**src/hdl/drsm_pkg.sv**
```systemverilog
/*
 package for the dma request source mux: source numbering, reset values,
 carrier structs.
 assumes one system clock domain and an active-low asynchronous reset.
*/
// Contract
// - any of 63 request sources can be routed to any of 4 channels
// - source 0 or a reserved number disables the channel, no request
// - sources 60 to 63 are always asserted requests
// - sources 2,3 carry first uart rx/tx; 4,5 second uart rx/tx
// - source 14/15 carry spi rx/tx; source 18 carries i2c request
// - sources 20 to 25 carry first flex timer channels 0 to 5
// - 28,29 second flex timer ch 0,1; 30,31 third flex timer ch 0,1
// - sources 40,41 carry both converters, asynchronous capable
// - sources 42,43 carry both analog comparators, asynchronous capable
// - source 45 dac, source 48 programmable delay block, synchronous only
// - sources 49 to 53 carry port a to e pin requests, asynchronous
// - periodic timer triggers may gate only the first four channels
package drsm_pkg;
   localparam int unsigned NUM_CHAN = 4;
   localparam int unsigned SRC_W = 6;
   localparam logic [SRC_W-1:0] SRC_DISABLED = 6'h00;
   localparam logic [SRC_W-1:0] SRC_UART0_RX = 6'h02;
   localparam logic [SRC_W-1:0] SRC_UART0_TX = 6'h03;
   localparam logic [SRC_W-1:0] SRC_UART1_RX = 6'h04;
   localparam logic [SRC_W-1:0] SRC_UART1_TX = 6'h05;
   localparam logic [SRC_W-1:0] SRC_SPI_RX = 6'h0E;
   localparam logic [SRC_W-1:0] SRC_SPI_TX = 6'h0F;
   localparam logic [SRC_W-1:0] SRC_I2C = 6'h12;
   localparam logic [SRC_W-1:0] SRC_FT1_BASE = 6'h14;
   localparam logic [SRC_W-1:0] SRC_FT2_BASE = 6'h1C;
   localparam logic [SRC_W-1:0] SRC_FT3_BASE = 6'h1E;
   localparam logic [SRC_W-1:0] SRC_CONV_BASE = 6'h28;
   localparam logic [SRC_W-1:0] SRC_CMP_BASE = 6'h2A;
   localparam logic [SRC_W-1:0] SRC_DAC = 6'h2D;
   localparam logic [SRC_W-1:0] SRC_DELAY_BLOCK = 6'h30;
   localparam logic [SRC_W-1:0] SRC_PORT_BASE = 6'h31;
   localparam logic [SRC_W-1:0] SRC_ALWAYS_BASE = 6'h3C;
   localparam int unsigned FT1_CH = 6;
   localparam int unsigned FT_SMALL_CH = 2;
   localparam int unsigned PORT_CNT = 5;
   localparam logic [SRC_W-1:0] SRC_RST = 6'h00;
   localparam logic [3:0] TRIG_EN_RST = 4'h0;

   // one request line per peripheral event
   typedef struct packed {
      logic [1:0] uart_rx;
      logic [1:0] uart_tx;
      logic spi_rx;
      logic spi_tx;
      logic i2c;
      logic [FT1_CH-1:0] flex_timer_first;
      logic [FT_SMALL_CH-1:0] flex_timer_second;
      logic [FT_SMALL_CH-1:0] flex_timer_third;
      logic dac_first;
      logic programmable_delay_block;
   } drsm_sync_req_s;

   // requests that may come while the bus clock is stopped
   typedef struct packed {
      logic converter_first;
      logic converter_second;
      logic analog_comparator_first;
      logic analog_comparator_second;
      logic [PORT_CNT-1:0] port_pin;
   } drsm_async_req_s;
endpackage

```
**src/hdl/drsm_mux.sv**
```systemverilog
/*
 dma request source mux: routes 63 numbered sources onto 4 dma channels,
 with periodic timer trigger gating of chan_req_out on the first four channels.
 assumes source selection, enables and trigger enables come from static
 configuration inputs; async requests arrive from other clock domains.
 the raw async outputs skip the sync flops so they work with clocks stopped.
*/
`timescale 1ns/10ps
module drsm_mux
#(
   parameter int unsigned NUM_CH = drsm_pkg::NUM_CHAN
)
(
   // clock and reset
   input wire logic clk_sys_in,
   input wire logic rst_n_in,
   input wire logic bus_clk_run_in,
   // channel configuration
   input wire logic [NUM_CH-1:0][drsm_pkg::SRC_W-1:0] chan_src_sel_in,
   input wire logic [NUM_CH-1:0] chan_enable_in,
   input wire logic [NUM_CH-1:0] chan_trig_en_in,
   // peripheral requests
   input wire drsm_pkg::drsm_sync_req_s sync_req_in,
   input wire drsm_pkg::drsm_async_req_s async_req_in,
   input wire logic [NUM_CH-1:0] periodic_interrupt_timer_in,
   // toward dma controller
   output logic [NUM_CH-1:0] chan_req_out,
   output logic [NUM_CH-1:0] chan_async_req_out,
   output logic [NUM_CH-1:0] chan_active_out
);
   import drsm_pkg::*;

   // two-stage sync for off-domain async lines before logic use
   drsm_async_req_s async_meta_q;
   drsm_async_req_s async_sync_q;
   logic [NUM_CH-1:0] tmr_meta_q;
   logic [NUM_CH-1:0] tmr_sync_q;
   logic [NUM_CH-1:0] tmr_prev_q;

   always_ff @(posedge clk_sys_in or negedge rst_n_in)
   begin
      if (!rst_n_in)
      begin
         async_meta_q <= '0;
         async_sync_q <= '0;
      end
      else
      begin
         async_meta_q <= async_req_in;
         async_sync_q <= async_meta_q;
      end
   end

   // timer ticks are short pulses: a third flop gives the rising edge
   always_ff @(posedge clk_sys_in or negedge rst_n_in)
   begin
      if (!rst_n_in)
      begin
         tmr_meta_q <= '0;
         tmr_sync_q <= '0;
         tmr_prev_q <= '0;
      end
      else
      begin
         tmr_meta_q <= periodic_interrupt_timer_in;
         tmr_sync_q <= tmr_meta_q;
         tmr_prev_q <= tmr_sync_q;
      end
   end

   // source vector, index = source number; unlisted entries stay zero
   logic [63:0] src_vec;
   logic [63:0] async_cap_vec;

   always_comb
   begin
      src_vec = '0;
      src_vec[SRC_UART0_RX] = sync_req_in.uart_rx[0];
      src_vec[SRC_UART0_TX] = sync_req_in.uart_tx[0];
      src_vec[SRC_UART1_RX] = sync_req_in.uart_rx[1];
      src_vec[SRC_UART1_TX] = sync_req_in.uart_tx[1];
      src_vec[SRC_SPI_RX] = sync_req_in.spi_rx;
      src_vec[SRC_SPI_TX] = sync_req_in.spi_tx;
      src_vec[SRC_I2C] = sync_req_in.i2c;
      for (int i = 0; i < FT1_CH; i++)
      begin
         src_vec[SRC_FT1_BASE + i] = sync_req_in.flex_timer_first[i];
      end
      for (int i = 0; i < FT_SMALL_CH; i++)
      begin
         src_vec[SRC_FT2_BASE + i] = sync_req_in.flex_timer_second[i];
         src_vec[SRC_FT3_BASE + i] = sync_req_in.flex_timer_third[i];
      end
      src_vec[SRC_CONV_BASE] = async_sync_q.converter_first;
      src_vec[SRC_CONV_BASE + 1] = async_sync_q.converter_second;
      src_vec[SRC_CMP_BASE] = async_sync_q.analog_comparator_first;
      src_vec[SRC_CMP_BASE + 1] = async_sync_q.analog_comparator_second;
      src_vec[SRC_DAC] = sync_req_in.dac_first;
      src_vec[SRC_DELAY_BLOCK] = sync_req_in.programmable_delay_block;
      for (int i = 0; i < PORT_CNT; i++)
      begin
         src_vec[SRC_PORT_BASE + i] = async_sync_q.port_pin[PORT_CNT-1-i];
      end
      for (int i = 0; i < 4; i++)
      begin
         src_vec[SRC_ALWAYS_BASE + i] = 1'b1;
      end
      src_vec[SRC_DISABLED] = 1'b0;
   end

   // raw async levels, used only to wake the controller with clocks stopped
   always_comb
   begin
      async_cap_vec = '0;
      async_cap_vec[SRC_CONV_BASE] = async_req_in.converter_first;
      async_cap_vec[SRC_CONV_BASE + 1] = async_req_in.converter_second;
      async_cap_vec[SRC_CMP_BASE] = async_req_in.analog_comparator_first;
      async_cap_vec[SRC_CMP_BASE + 1] = async_req_in.analog_comparator_second;
      for (int i = 0; i < PORT_CNT; i++)
      begin
         async_cap_vec[SRC_PORT_BASE + i] = async_req_in.port_pin[PORT_CNT-1-i];
      end
   end

   // mask of numbers that name a real source
   logic [63:0] valid_vec;
   always_comb
   begin
      valid_vec = '0;
      valid_vec[SRC_UART0_RX] = 1'b1;
      valid_vec[SRC_UART0_TX] = 1'b1;
      valid_vec[SRC_UART1_RX] = 1'b1;
      valid_vec[SRC_UART1_TX] = 1'b1;
      valid_vec[SRC_SPI_RX] = 1'b1;
      valid_vec[SRC_SPI_TX] = 1'b1;
      valid_vec[SRC_I2C] = 1'b1;
      for (int i = 0; i < FT1_CH; i++)
      begin
         valid_vec[SRC_FT1_BASE + i] = 1'b1;
      end
      for (int i = 0; i < FT_SMALL_CH; i++)
      begin
         valid_vec[SRC_FT2_BASE + i] = 1'b1;
         valid_vec[SRC_FT3_BASE + i] = 1'b1;
      end
      for (int i = 0; i < 4; i++)
      begin
         valid_vec[SRC_CONV_BASE + i] = 1'b1;
         valid_vec[SRC_ALWAYS_BASE + i] = 1'b1;
      end
      valid_vec[SRC_DAC] = 1'b1;
      valid_vec[SRC_DELAY_BLOCK] = 1'b1;
      for (int i = 0; i < PORT_CNT; i++)
      begin
         valid_vec[SRC_PORT_BASE + i] = 1'b1;
      end
   end

   // per-channel selection
   logic [NUM_CH-1:0] req_d;
   logic [NUM_CH-1:0] req_q;
   logic [NUM_CH-1:0] active_w;
   logic [NUM_CH-1:0] async_w;
   logic [NUM_CH-1:0] trig_w;
   logic [NUM_CH-1:0] tmr_edge_w;

   assign tmr_edge_w = tmr_sync_q & ~tmr_prev_q;

   genvar ch;
   generate
      for (ch = 0; ch < NUM_CH; ch++)
      begin : g_chan
         wire [SRC_W-1:0] sel = chan_src_sel_in[ch];
         wire src_hit_w = src_vec[sel];
         // no fixed tie: every channel decodes the full number range
         assign active_w[ch] = chan_enable_in[ch] & valid_vec[sel];
         // trigger mode: a request passes only after a timer tick
         if (ch < 4)
         begin : g_trig
            logic armed_q;
            logic arm_clr_w;
            logic arm_set_w;
            // leaving trigger mode or going idle drops a pending tick
            assign arm_clr_w = !chan_trig_en_in[ch] || !active_w[ch];
            assign arm_set_w = tmr_edge_w[ch];
            // a tick wins over a same-cycle use so no tick is lost
            always_ff @(posedge clk_sys_in or negedge rst_n_in)
            begin
               if (!rst_n_in)
                  armed_q <= 1'b0;
               else if (arm_clr_w)
                  armed_q <= 1'b0;
               else if (arm_set_w)
                  armed_q <= 1'b1;
               else if (src_hit_w)
                  armed_q <= 1'b0;
            end
            assign trig_w[ch] = ~chan_trig_en_in[ch] | armed_q |
                                tmr_edge_w[ch];
         end
         else
         begin : g_notrig
            assign trig_w[ch] = 1'b1;
         end
         assign req_d[ch] = active_w[ch] & src_hit_w & trig_w[ch] &
                            bus_clk_run_in;
         assign async_w[ch] = active_w[ch] & async_cap_vec[sel];
      end
   endgenerate

   always_ff @(posedge clk_sys_in or negedge rst_n_in)
   begin
      if (!rst_n_in)
         req_q <= '0;
      else
         req_q <= req_d;
   end

   assign chan_req_out = req_q;
   // combinational so it can wake the controller without a clock
   assign chan_async_req_out = async_w;
   assign chan_active_out = active_w;
endmodule

```
**config.mk**
```make
export PLATFORM = sky130hd
export DESIGN_NAME = drsm_mux
export DESIGN_NICKNAME = d
export VERILOG_FILES = /design/src/hdl/drsm_pkg.sv /design/src/hdl/drsm_mux.sv
export SDC_FILE = /design/constraint.sdc
export NUM_CORES = 1
export LEC_CHECK = 0
export ABC_AREA = 1
export BUFFER_PORTS_ARGS = -buffer_cell sky130_fd_sc_hd__clkbuf_2
export CORE_ASPECT_RATIO = 0.5
export CORE_MARGIN = 8
export CORE_UTILIZATION = 30
export DETAILED_ROUTE_END_ITERATION = 8
export PLACE_DENSITY = 0.5
export SYNTH_ARGS = -nofsm -noshare
export SYNTH_HDL_FRONTEND = slang
export SYNTH_SLANG_ARGS = --single-unit
```
**constraint.sdc**
```tcl
create_clock -name clk_sys_in -period 1.5 [get_ports clk_sys_in]
set_input_delay 0 -clock clk_sys_in [delete_from_list [all_inputs] [get_ports clk_sys_in]]
set_output_delay 0 -clock clk_sys_in [all_outputs]
set_load 0.01 [all_outputs]
```
==> reports/qor.yml, run 1 <==
grt_pass1_vias: 3780
grt_max_degree: 39
final_layout_size_suffix_gt1_share_pct: 20.7
rsz0062_at_grt: "false"
clk_path_buf_depth: 2
seq_power_share_pct: 34.0
clock_latency_ps: 280
fin_crit_sh_pct: 94.6
num_vias: 3897
clock_sinks: 38
combPwrFrac_pct: 27.8
io_pins: 79
io_buffer_count: 78
antenna_found_initial: 0
cp.arrival_ps: 1420
synth_edf_count: 0
synth_fa_ha_area_share_pct: 2.94
post-route-util_pct: 38.6
yosysSeqAreaShare_pct: 27.9
grt-ovfl-total: 0
fin_crit_ps: 1420
initial_core_util_pct: 30.9
max_slew_margin_pct: 67.5
hold_class: "in2reg"
gp_congestion: 0.925
post_drt_wl_per_cell_um: 16.4
synth_top_family_by_area: "simple AND/OR/NAND/NOR gates"
final_cells: 783
netlist_instances: 551
die_h_um: 91.3
die-area_um2: 15200
n_fill_cell: 1208
hold_viol_final: 0
finalSetupViolations: 0
clkTransAtPathRegs_ps: 50
power_mw: 3.19
nNetsFinal: 713
dp.cells: 759
crit_type: "in2out"
worst_pin_slew_ps: 488
synthFlopType: "dfrtp_1"
synthSimpleGateAreaFrac_pct: 39.8
pwr-share-clk_pct: 38.2
status: "finished, final reports clean"
yosysWarnings: 0
clock.fmax_mhz: 704
leakagePower_nw: 2.20
synth_compound_area_share_pct: 17.2
p_switching_mw: 0.995
drv_slew: 0
start_kind: "primary input"
drc: 0
fp.dieW_um: 167
via_per_inst: 4.98
synth_xor_area_share_pct: 0
required_ps: 1500
area_growth_pct: 24.9
cts_buffers: 5
setup_tns_ps: 0
powerDensity_nw_per_um2: 751
endpoint_kind: "output pin"
drt_wl_total_um: 12900
clock_skew_ps: 3.80
gr-usage-all-layers_pct: 16.6
n_antenna_cell: 0
cts_tree: "yes"
drtPass1Iterations: 4
peakVddDrop_uv: 477
async_flop_share_pct: 100
cap_violations: 0
p_int_mw: 2.20
syn-num-nets: 626
h-tree-depth: 2
grt_pass1_wl_um: 20300
ant_nets: 0
ys_types: 30
synth.area.mux_share_pct: 0
netlist_area_um2: 3400
p_sw_share_pct: 31.2
drt_iter0_drc: 329
dp_hpwl_um: 10100
crit_fanout: 5
clock-root-buffer: "clkbuf_16"
rows: 27
yosys_register_bits: 38
coreArea_um2: 11000
syn_area_per_cell_um2: 6.18
metrics by stage:
step | area, µm² | worst slack, ps | hold WS [ps]
floorplan | 3400 | 430 | -296
global placement | 3870 | 91.3 | 85.0
detailed placement | 3870 | 133 | 89.7
CTS | 4220 | 9.80 | 33.9
global route | 4250 | 0.648 | 18.3
finish | 4250 | 80.4 | 3.78
state kept, by name (all words and copies together) (netlist names):
signal	flops
g_chan.g_trig.armed_q	4
tmr_meta_q	4
chan_req_out	4
async_sync_q	9
tmr_sync_q	4
async_meta_q	9
tmr_prev_q	4
power by group through the flow:
stage | logic [mW] | clock network, mW | registers, mW
3_5_place_dp | 0.833 | 0 | 1.10
6_report | 0.888 | 1.22 | 1.09
5_1_grt | 0.990 | 1.30 | 1.09
4_1_cts | 0.874 | 1.24 | 1.09
3_3_place_gp | 0.839 | 0 | 1.10
2_1_floorplan | 0.516 | 0 | 1.10
cells in the mapped netlist, drive strengths merged, types with 5 or more instances:
cell type / n / area share, %
nand4: 8 / 1.5
a31oi: 6 / 1.1
o211ai: 5 / 1.1
ha: 8 / 2.9
a21oi: 38 / 7.0
nor2: 39 / 5.6
o21ai: 48 / 7.3
inv: 65 / 7.2
nand3: 57 / 8.4
dfrtp: 38 / 28
buf: 21 / 4.6
nand2: 199 / 22
nor3: 9 / 1.3
worst max-delay path, cell delays in order:
cell and delay [ps]:
dlygate4sd3_1 550, buf_6 150, a21oi_2 100, o21ai_1 90, a31oi_1 230, nor3_1 80
nand2_1 70, inv_1 30, clkbuf_2 120
worst paths after layout:
kind	start	depth (start not counted)	end	slack, ps
worst max-delay path	async_req_in[7]	9	chan_async_req_out[0]	80
worst min-delay path	async_req_in[0]	1	async_meta_q[0]	4
worst max register to register	async_sync_q[4]	9	g_chan[2].g_trig.armed_q	150
worst min register to register	tmr_meta_q[2]	0	tmr_sync_q[2]	350
max in group asynchronous	rst_n_in	3	chan_req_out[3]	860
min in group asynchronous	rst_n_in	3	tmr_prev_q[0]	290
placed cells by master (no fill, tap or decap), types with 6 or more instances in the layout:
master / count
dlygate4sd3_1: 17
inv_2: 13
a21oi_2: 7
nor3_1: 9
inv_1: 51
nand2_1: 195
nor2_1: 30
clkbuf_2: 73
nand3_1: 57
a21oi_1: 28
dfrtp_1: 38
a31oi_1: 6
buf_4: 10
nand4_1: 8
o21ai_1: 16
o21ai_0: 30
ha_1: 8
metal layers:
metal / vias to the layer above / wire length (µm) / global-route usage [%]
met5: - / 0 / 0
met4: 0 / 234 / 4.77
met3: 18 / 913 / 3.11
met2: 139 / 5420 / 25.1
met1: 1779 / 6300 / 23.6
li1: 1961 / - / -
layout make-up:
type / count / area, µm² / share of cell area (%)
Sequential cell: 38 / 951 / 22.4
Multi-Input combinational cell: 424 / 2050 / 48.2
Timing Repair Buffer: 104 / 651 / 15.3
Tap cell: 145 / 181 / 4.27
Clock inverter: 1 / 30.0 / 0.707
Clock buffer: 6 / 139 / 3.27
Inverter: 65 / 248 / 5.83
kinds of logic after synthesis:
logic type      count (synthesis)
compound gates                100
fa+ha+maj                       8
simple gates                  316
flops                          38
buf+inv                        89
what timing repair did:
item | CTS | global route
endpoints found under the setup margin | 0 | 4
gates resized for setup | 0 | 20
hold endpoints to repair | 55 | 0
hold buffers | 18 | 0
buffers inserted | 0 | 0
Power figures use the tool's default switching activity.
==> run 2: changes to the inputs <==
--- a/config.mk
+++ b/config.mk
@@ -12,6 +12,7 @@
 export CORE_UTILIZATION = 30
 export DETAILED_ROUTE_END_ITERATION = 8
 export PLACE_DENSITY = 0.5
+export REMOVE_ABC_BUFFERS = 1
 export SYNTH_ARGS = -nofsm -noshare
 export SYNTH_HDL_FRONTEND = slang
 export SYNTH_SLANG_ARGS = --single-unit
==> reports/qor.yml, run 2 (synthesized netlist as in run 1, its figures left out) <==
status: "finished, final reports clean"  # unchanged
grt_max_degree: 39  # unchanged
drc: 0  # unchanged
n_fill_cell: 1207  # was 1,208
crit_type: "in2out"  # unchanged
critPathBufInv: 4  # unchanged
crit_chain: "clkbuf_2 -> inv_1 -> nand2_1 -> o21ai_2 -> o21ai_2 -> nand2_2 -> nand2_2 -> nor3_1 -> nand2_1 -> inv_1 -> clkbuf_2"  # was dlygate4sd3_1 -> buf_6 -> a21oi_2 -> o21ai_1 -> a31oi_1 -> nor3_1 -> nand2_1 -> inv_1 -> clkbuf_2
grt_pass1_vias: 3661  # was 3,780
h-tree-depth: 2  # unchanged
stdcell_area_um2: 4190  # was 4250 µm²
critPathTopFamily: "buffers and inverters"  # unchanged
clk_path_buf_depth: 2  # unchanged
endpoint: "chan_async_req_out[3]"  # was chan_async_req_out[0]
r2r_end: "g_chan[1].g_trig.armed_q"  # was g_chan[2].g_trig.armed_q
antenna_found_initial: 0  # unchanged
dp_slack_ps: 155  # was 133 ps
placed_area_um2: 3860  # was 3870 µm²
endpoint_kind: "output pin"  # unchanged
clock_sinks: 38  # unchanged
area_growth_pct: 23.1  # was 24.9%
coreArea_um2: 11000  # unchanged
cts_tree: "yes"  # unchanged
clock-root-buffer: "clkbuf_16"  # unchanged
dp_hpwl_um: 10100  # about the same
pwr-share-clk_pct: 35.2  # was 38.2%
finalSetupViolations: 0  # unchanged
cp.depth: 11  # was 9
required_ps: 1500  # about the same
setup_tns_ps: 0  # unchanged
clock.fmax_mhz: 762  # was 704 MHz
clkTransAtPathRegs_ps: 50  # about the same
r2r_cells: 9  # unchanged
reg_top3: "async_meta_q (9), async_sync_q (9)"  # unchanged
die_h_um: 91.3  # unchanged
ctsResizeCount: 0  # unchanged
nNetsFinal: 711  # was 713
cp.arrival_ps: 1310  # was 1420 ps
p_switching_mw: 1.04  # was 0.995 mW
io_buffer_count: 78  # unchanged
fp.dieW_um: 167  # unchanged
cap_violations: 0  # unchanged
fin_crit_sh_pct: 87.5  # was 94.6%
num_vias: 3817  # was 3,897
drtPass1Iterations: 5  # was 4
r2r-start: "async_sync_q[7]"  # was async_sync_q[4]
die-area_um2: 15200  # unchanged
grt_pass1_wl_um: 20800  # was 20,300 µm
final_layout_size_suffix_gt1_share_pct: 19.8  # was 20.7%
rows: 27  # unchanged
p_sw_share_pct: 34.3  # was 31.2%
combPwrFrac_pct: 28.8  # was 27.8%
powerDensity_nw_per_um2: 722  # was 751 nW/µm²
mostFrequentLayoutCell: "nand2_1"  # unchanged
crit_fanout: 9  # was 5
grt-ovfl-total: 0  # unchanged
slowest_delay_ps: 280  # was 550 ps
initial_core_util_pct: 30.9  # unchanged
crit_start: "chan_src_sel_in[19]"  # was async_req_in[7]
seq_power_share_pct: 36.0  # was 34.0%
fin_ws_ps: 188  # was 80.4 ps
rsz0062_at_grt: "false"  # unchanged
post_drt_wl_per_cell_um: 16.7  # was 16.4 µm
p_int_mw: 1.99  # was 2.20 mW
hold_viol_final: 0  # unchanged
hold_class: "in2reg"  # unchanged
io_pins: 79  # unchanged
crit_slowest_cell: "inv_1"  # was dlygate4sd3_1
gp_congestion: 0.866  # was 0.925
clock_latency_ps: 290  # was 280 ps
drv_slew: 0  # unchanged
drt_iter0_drc: 300  # was 329
clock_skew_ps: 7.28  # was 3.80 ps
cts_buffers: 5  # unchanged
ant_nets: 0  # unchanged
via_per_inst: 4.87  # was 4.98
peakVddDrop_uv: 403  # was 477 µV
fin_crit_ps: 1310  # was 1420 ps
post-route-util_pct: 38.0  # was 38.6%
start_kind: "primary input"  # unchanged
max_slew_margin_pct: 65.8  # was 67.5%
gr-usage-all-layers_pct: 17.3  # was 16.6%
r2r_slack_ps: 200  # was 150 ps
worst_pin_slew_ps: 513  # was 488 ps
most-common-layout-cells: "nand2_1, clkbuf_2, nand3_1"  # unchanged
drt_wl_total_um: 13100  # was 12,900 µm
leakagePower_nw: 2.18  # was 2.20 nW
-- run 2: stage by stage --
stage | std cells | power [mW] | hold slack, ps
floorplan | 527 | 1.53 | -296
global placement | 756 | 1.94 | 88.6
CTS | 782 | 3.04 | 15.3
finish | 783 | 3.02 | 18.6
detailed placement | 756 | 1.94 | 89.2
global route | 782 | 3.20 | 59.9
-- run 2: final cells by class --
| type | count | area, µm² | share of cell area [%] |
|---|---|---|---|
| multi-input cells | 424 | 2040 | 48.7 |
| flip-flops and latches | 38 | 951 | 22.7 |
| repair buffers | 102 | 628 | 15.0 |
| inverters | 65 | 244 | 5.82 |
| well taps | 145 | 181 | 4.33 |
| clock buffers | 6 | 129 | 3.08 |
| clock inverters | 2 | 13.8 | 0.329 |
| diodes | 1 | 2.50 | 0.0597 |
-- run 2: worst min path at each step --
stage / startpoint / to / cells past startpoint
2_1_floorplan: rst_n_in / async_meta_q[0] / 0
3_3_place_gp: rst_n_in / chan_req_out[2] / 2
3_5_place_dp: rst_n_in / chan_req_out[2] / 2
4_1_cts: chan_src_sel_in[23] / chan_req_out[3] / 3
5_1_grt: chan_src_sel_in[23] / chan_req_out[3] / 3
6_report: chan_src_sel_in[23] / chan_req_out[3] / 3
-- run 2: timing repair --
| item | in CTS | in global routing |
|---|---|---|
| setup buffers | 0 | 0 |
| hold endpoints to repair | 55 | 0 |
| hold buffers | 18 | 0 |
-- run 2: worst register-to-register path, stage by stage (launching register included) --
cell	delay (ps)
dfrtp_1	420
nand2_1	80
o21ai_0	130
nand2_1	100
nand3_1	70
nand2_1	60
nand2_1	50
nand2_1	100
nand3_1	100
a21oi_2	120
-- run 2: power groups by stage --
stage	registers [mW]	logic [mW]	clock network, mW
floorplan	1.10	0.430	0
global placement	1.11	0.833	0
detailed placement	1.11	0.831	0
CTS	1.09	0.873	1.08
global route	1.09	0.983	1.13
finish	1.09	0.872	1.06
-- run 2: layer usage --
metal	share of wire [%]	global-route usage, %	vias up
met5	0	0	-
met4	2.0	5.73	0
met3	6.8	3.89	21
met2	42	25.4	128
met1	49	24.3	1714
li1	-	-	1954
==> run 3: changes to the inputs <==
--- a/config.mk
+++ b/config.mk
@@ -9,9 +9,9 @@
 export BUFFER_PORTS_ARGS = -buffer_cell sky130_fd_sc_hd__clkbuf_2
 export CORE_ASPECT_RATIO = 0.5
 export CORE_MARGIN = 8
-export CORE_UTILIZATION = 30
+export CORE_UTILIZATION = 41
 export DETAILED_ROUTE_END_ITERATION = 8
-export PLACE_DENSITY = 0.5
+export PLACE_DENSITY = 0.64
 export REMOVE_ABC_BUFFERS = 1
 export SYNTH_ARGS = -nofsm -noshare
 export SYNTH_HDL_FRONTEND = slang
==> reports/qor.yml, run 3 (synthesized netlist as in run 1, its figures left out) <==
drc: 0  # unchanged
p_sw_share_pct: 32.7  # was 34.3%
r2r_slack_ps: 160  # was 200 ps
hold_class: "in2reg"  # unchanged
final_layout_size_suffix_gt1_share_pct: 20.3  # was 19.8%
cap_violations: 0  # unchanged
final_cells: 747  # was 783
start_kind: "primary input"  # unchanged
rows: 23  # was 27
mostFrequentLayoutCell: "nand2_1"  # unchanged
status: "finished, final reports clean"  # unchanged
nNetsFinal: 711  # unchanged
io_pins: 79  # unchanged
seq_power_share_pct: 36.3  # was 36.0%
endpoint_kind: "output pin"  # unchanged
clock_skew_ps: 5.28  # was 7.28 ps
fin_crit_sh_pct: 94.6  # was 87.5%
r2r_cells: 9  # unchanged
fp.dieW_um: 145  # was 167 µm
drtPass1Iterations: 5  # unchanged
ant_nets: 0  # unchanged
n_fill_cell: 851  # was 1,207
reg_top3: "async_meta_q (9), async_sync_q (9)"  # unchanged
cts_buffers: 5  # unchanged
grt_pass1_wl_um: 19200  # was 20,800 µm
clock-root-buffer: "clkbuf_16"  # unchanged
gr-usage-all-layers_pct: 21.5  # was 17.3%
cts_setup_buffers: 0  # unchanged
clk_path_buf_depth: 2  # unchanged
finalSetupViolations: 0  # unchanged
worst_pin_slew_ps: 507  # was 513 ps
die_h_um: 80.4  # was 91.3 µm
cts_tree: "yes"  # unchanged
clkTransAtPathRegs_ps: 50  # about the same
hold_viol_final: 0  # unchanged
via_per_inst: 5.28  # was 4.87
dp.cells: 725  # was 756
num_vias: 3946  # was 3,817
required_ps: 1500  # about the same
clock_latency_ps: 280  # was 290 ps
combPwrFrac_pct: 29.2  # was 28.8%
die-area_um2: 11600  # was 15,200 µm²
powerDensity_nw_per_um2: 721  # was 722 nW/µm²
p_int_mw: 2.02  # was 1.99 mW
initial_core_util_pct: 42.4  # was 30.9%
pwr-share-clk_pct: 34.6  # was 35.2%
n_antenna_cell: 0  # was 1
crit_fanout: 5  # was 9
dp_hpwl_um: 9380  # was 10,100 µm
gp_congestion: 0.942  # was 0.866
cp.arrival_ps: 1420  # was 1310 ps
clock.fmax_mhz: 705  # was 762 MHz
crit_type: "in2out"  # unchanged
drt_iter0_drc: 479  # was 300
drv_slew: 0  # unchanged
max_slew_margin_pct: 66.2  # was 65.8%
whs_ps: 10.7  # was 18.6 ps
r2r_end: "g_chan[1].g_trig.armed_q"  # unchanged
coreArea_um2: 8030  # was 11,000 µm²
most-common-layout-cells: "nand2_1, clkbuf_2, nand3_1"  # unchanged
r2r-start: "async_sync_q[8]"  # was async_sync_q[7]
clock_sinks: 38  # unchanged
drt_wl_total_um: 12200  # was 13,100 µm
area_growth_pct: 22.4  # was 23.1%
grt_max_degree: 39  # unchanged
grt-ovfl-total: 0  # unchanged
fin_crit_ps: 1420  # was 1310 ps
endpoint: "chan_async_req_out[3]"  # unchanged
p_switching_mw: 0.984  # was 1.04 mW
leakagePower_nw: 2.18  # about the same
peakVddDrop_uv: 425  # was 403 µV
grt_pass1_vias: 3633  # was 3,661
h-tree-depth: 2  # unchanged
antenna_found_initial: 0  # unchanged
crit_start: "async_req_in[5]"  # was chan_src_sel_in[19]
post_drt_wl_per_cell_um: 16.3  # was 16.7 µm
io_buffer_count: 78  # unchanged
==> run 3: layer usage <==
metal | track usage, % | wire, µm
met5 | 0 | 0
met4 | 6.08 | 187
met3 | 4.85 | 1150
met2 | 31.1 | 5020
met1 | 31.0 | 5840
==> run 3: power groups by stage <==
stage,sequential (mW),combinational (mW),clock [mW]
final,1.09,0.876,1.04
after global routing,1.09,0.975,1.11
after detailed placement,1.11,0.818,0
after floorplan,1.10,0.430,0
after CTS,1.09,0.856,1.06
after global placement,1.11,0.817,0
==> run 3: stage by stage <==
step	setup slack [ps]	setup TNS, ps	util, %	power [mW]	instance area (µm²)
6_report	81.1	0	51.9	3.00	4170
5_1_grt	-9.14	-9.14	51.9	3.17	4170
4_1_cts	36.6	0	51.6	3.01	4150
3_5_place_dp	204	0	47.8	1.93	3840
3_3_place_gp	210	0	47.8	1.92	3840
2_1_floorplan	423	0	-	1.53	3230
==> run 3: area by class of cell <==
cell class / instances / area [µm²] / area share [%]
Sequential cell: 38 / 951 / 22.8
Multi-Input combinational cell: 424 / 2050 / 49.1
Inverter: 65 / 248 / 5.95
Tap cell: 112 / 140 / 3.36
Timing Repair Buffer: 102 / 642 / 15.4
Clock buffer: 6 / 139 / 3.33
==> run 3: worst min-delay path by stage <==
stage                      endpoint  depth (start not counted)                 from  slack (ps)
global route        async_meta_q[0]                          1      async_req_in[0]          20
detailed placement  chan_req_out[2]                          2             rst_n_in          90
floorplan           async_meta_q[0]                          0             rst_n_in        -300
finish              async_meta_q[0]                          1      async_req_in[0]          10
CTS                 chan_req_out[3]                          3  chan_src_sel_in[23]          20
global placement    chan_req_out[2]                          2             rst_n_in          80
==> run 3: timing repair <==
| item | 4_1_cts | 5_1_grt |
|---|---|---|
| hold buffers | 17 | 0 |
| gates resized for setup | 0 | 18 |
| endpoints found under the setup margin | 0 | 4 |
| endpoints found under the hold margin | 54 | 0 |
==> run 3: worst max-delay path: stages <==
cell and delay [ps]:
dlygate4sd3_1 540, buf_4 160, nand2_1 80, nand3_1 90
a31oi_1 110, nor3_1 190, nand2_1 70, inv_1 50
clkbuf_2 120
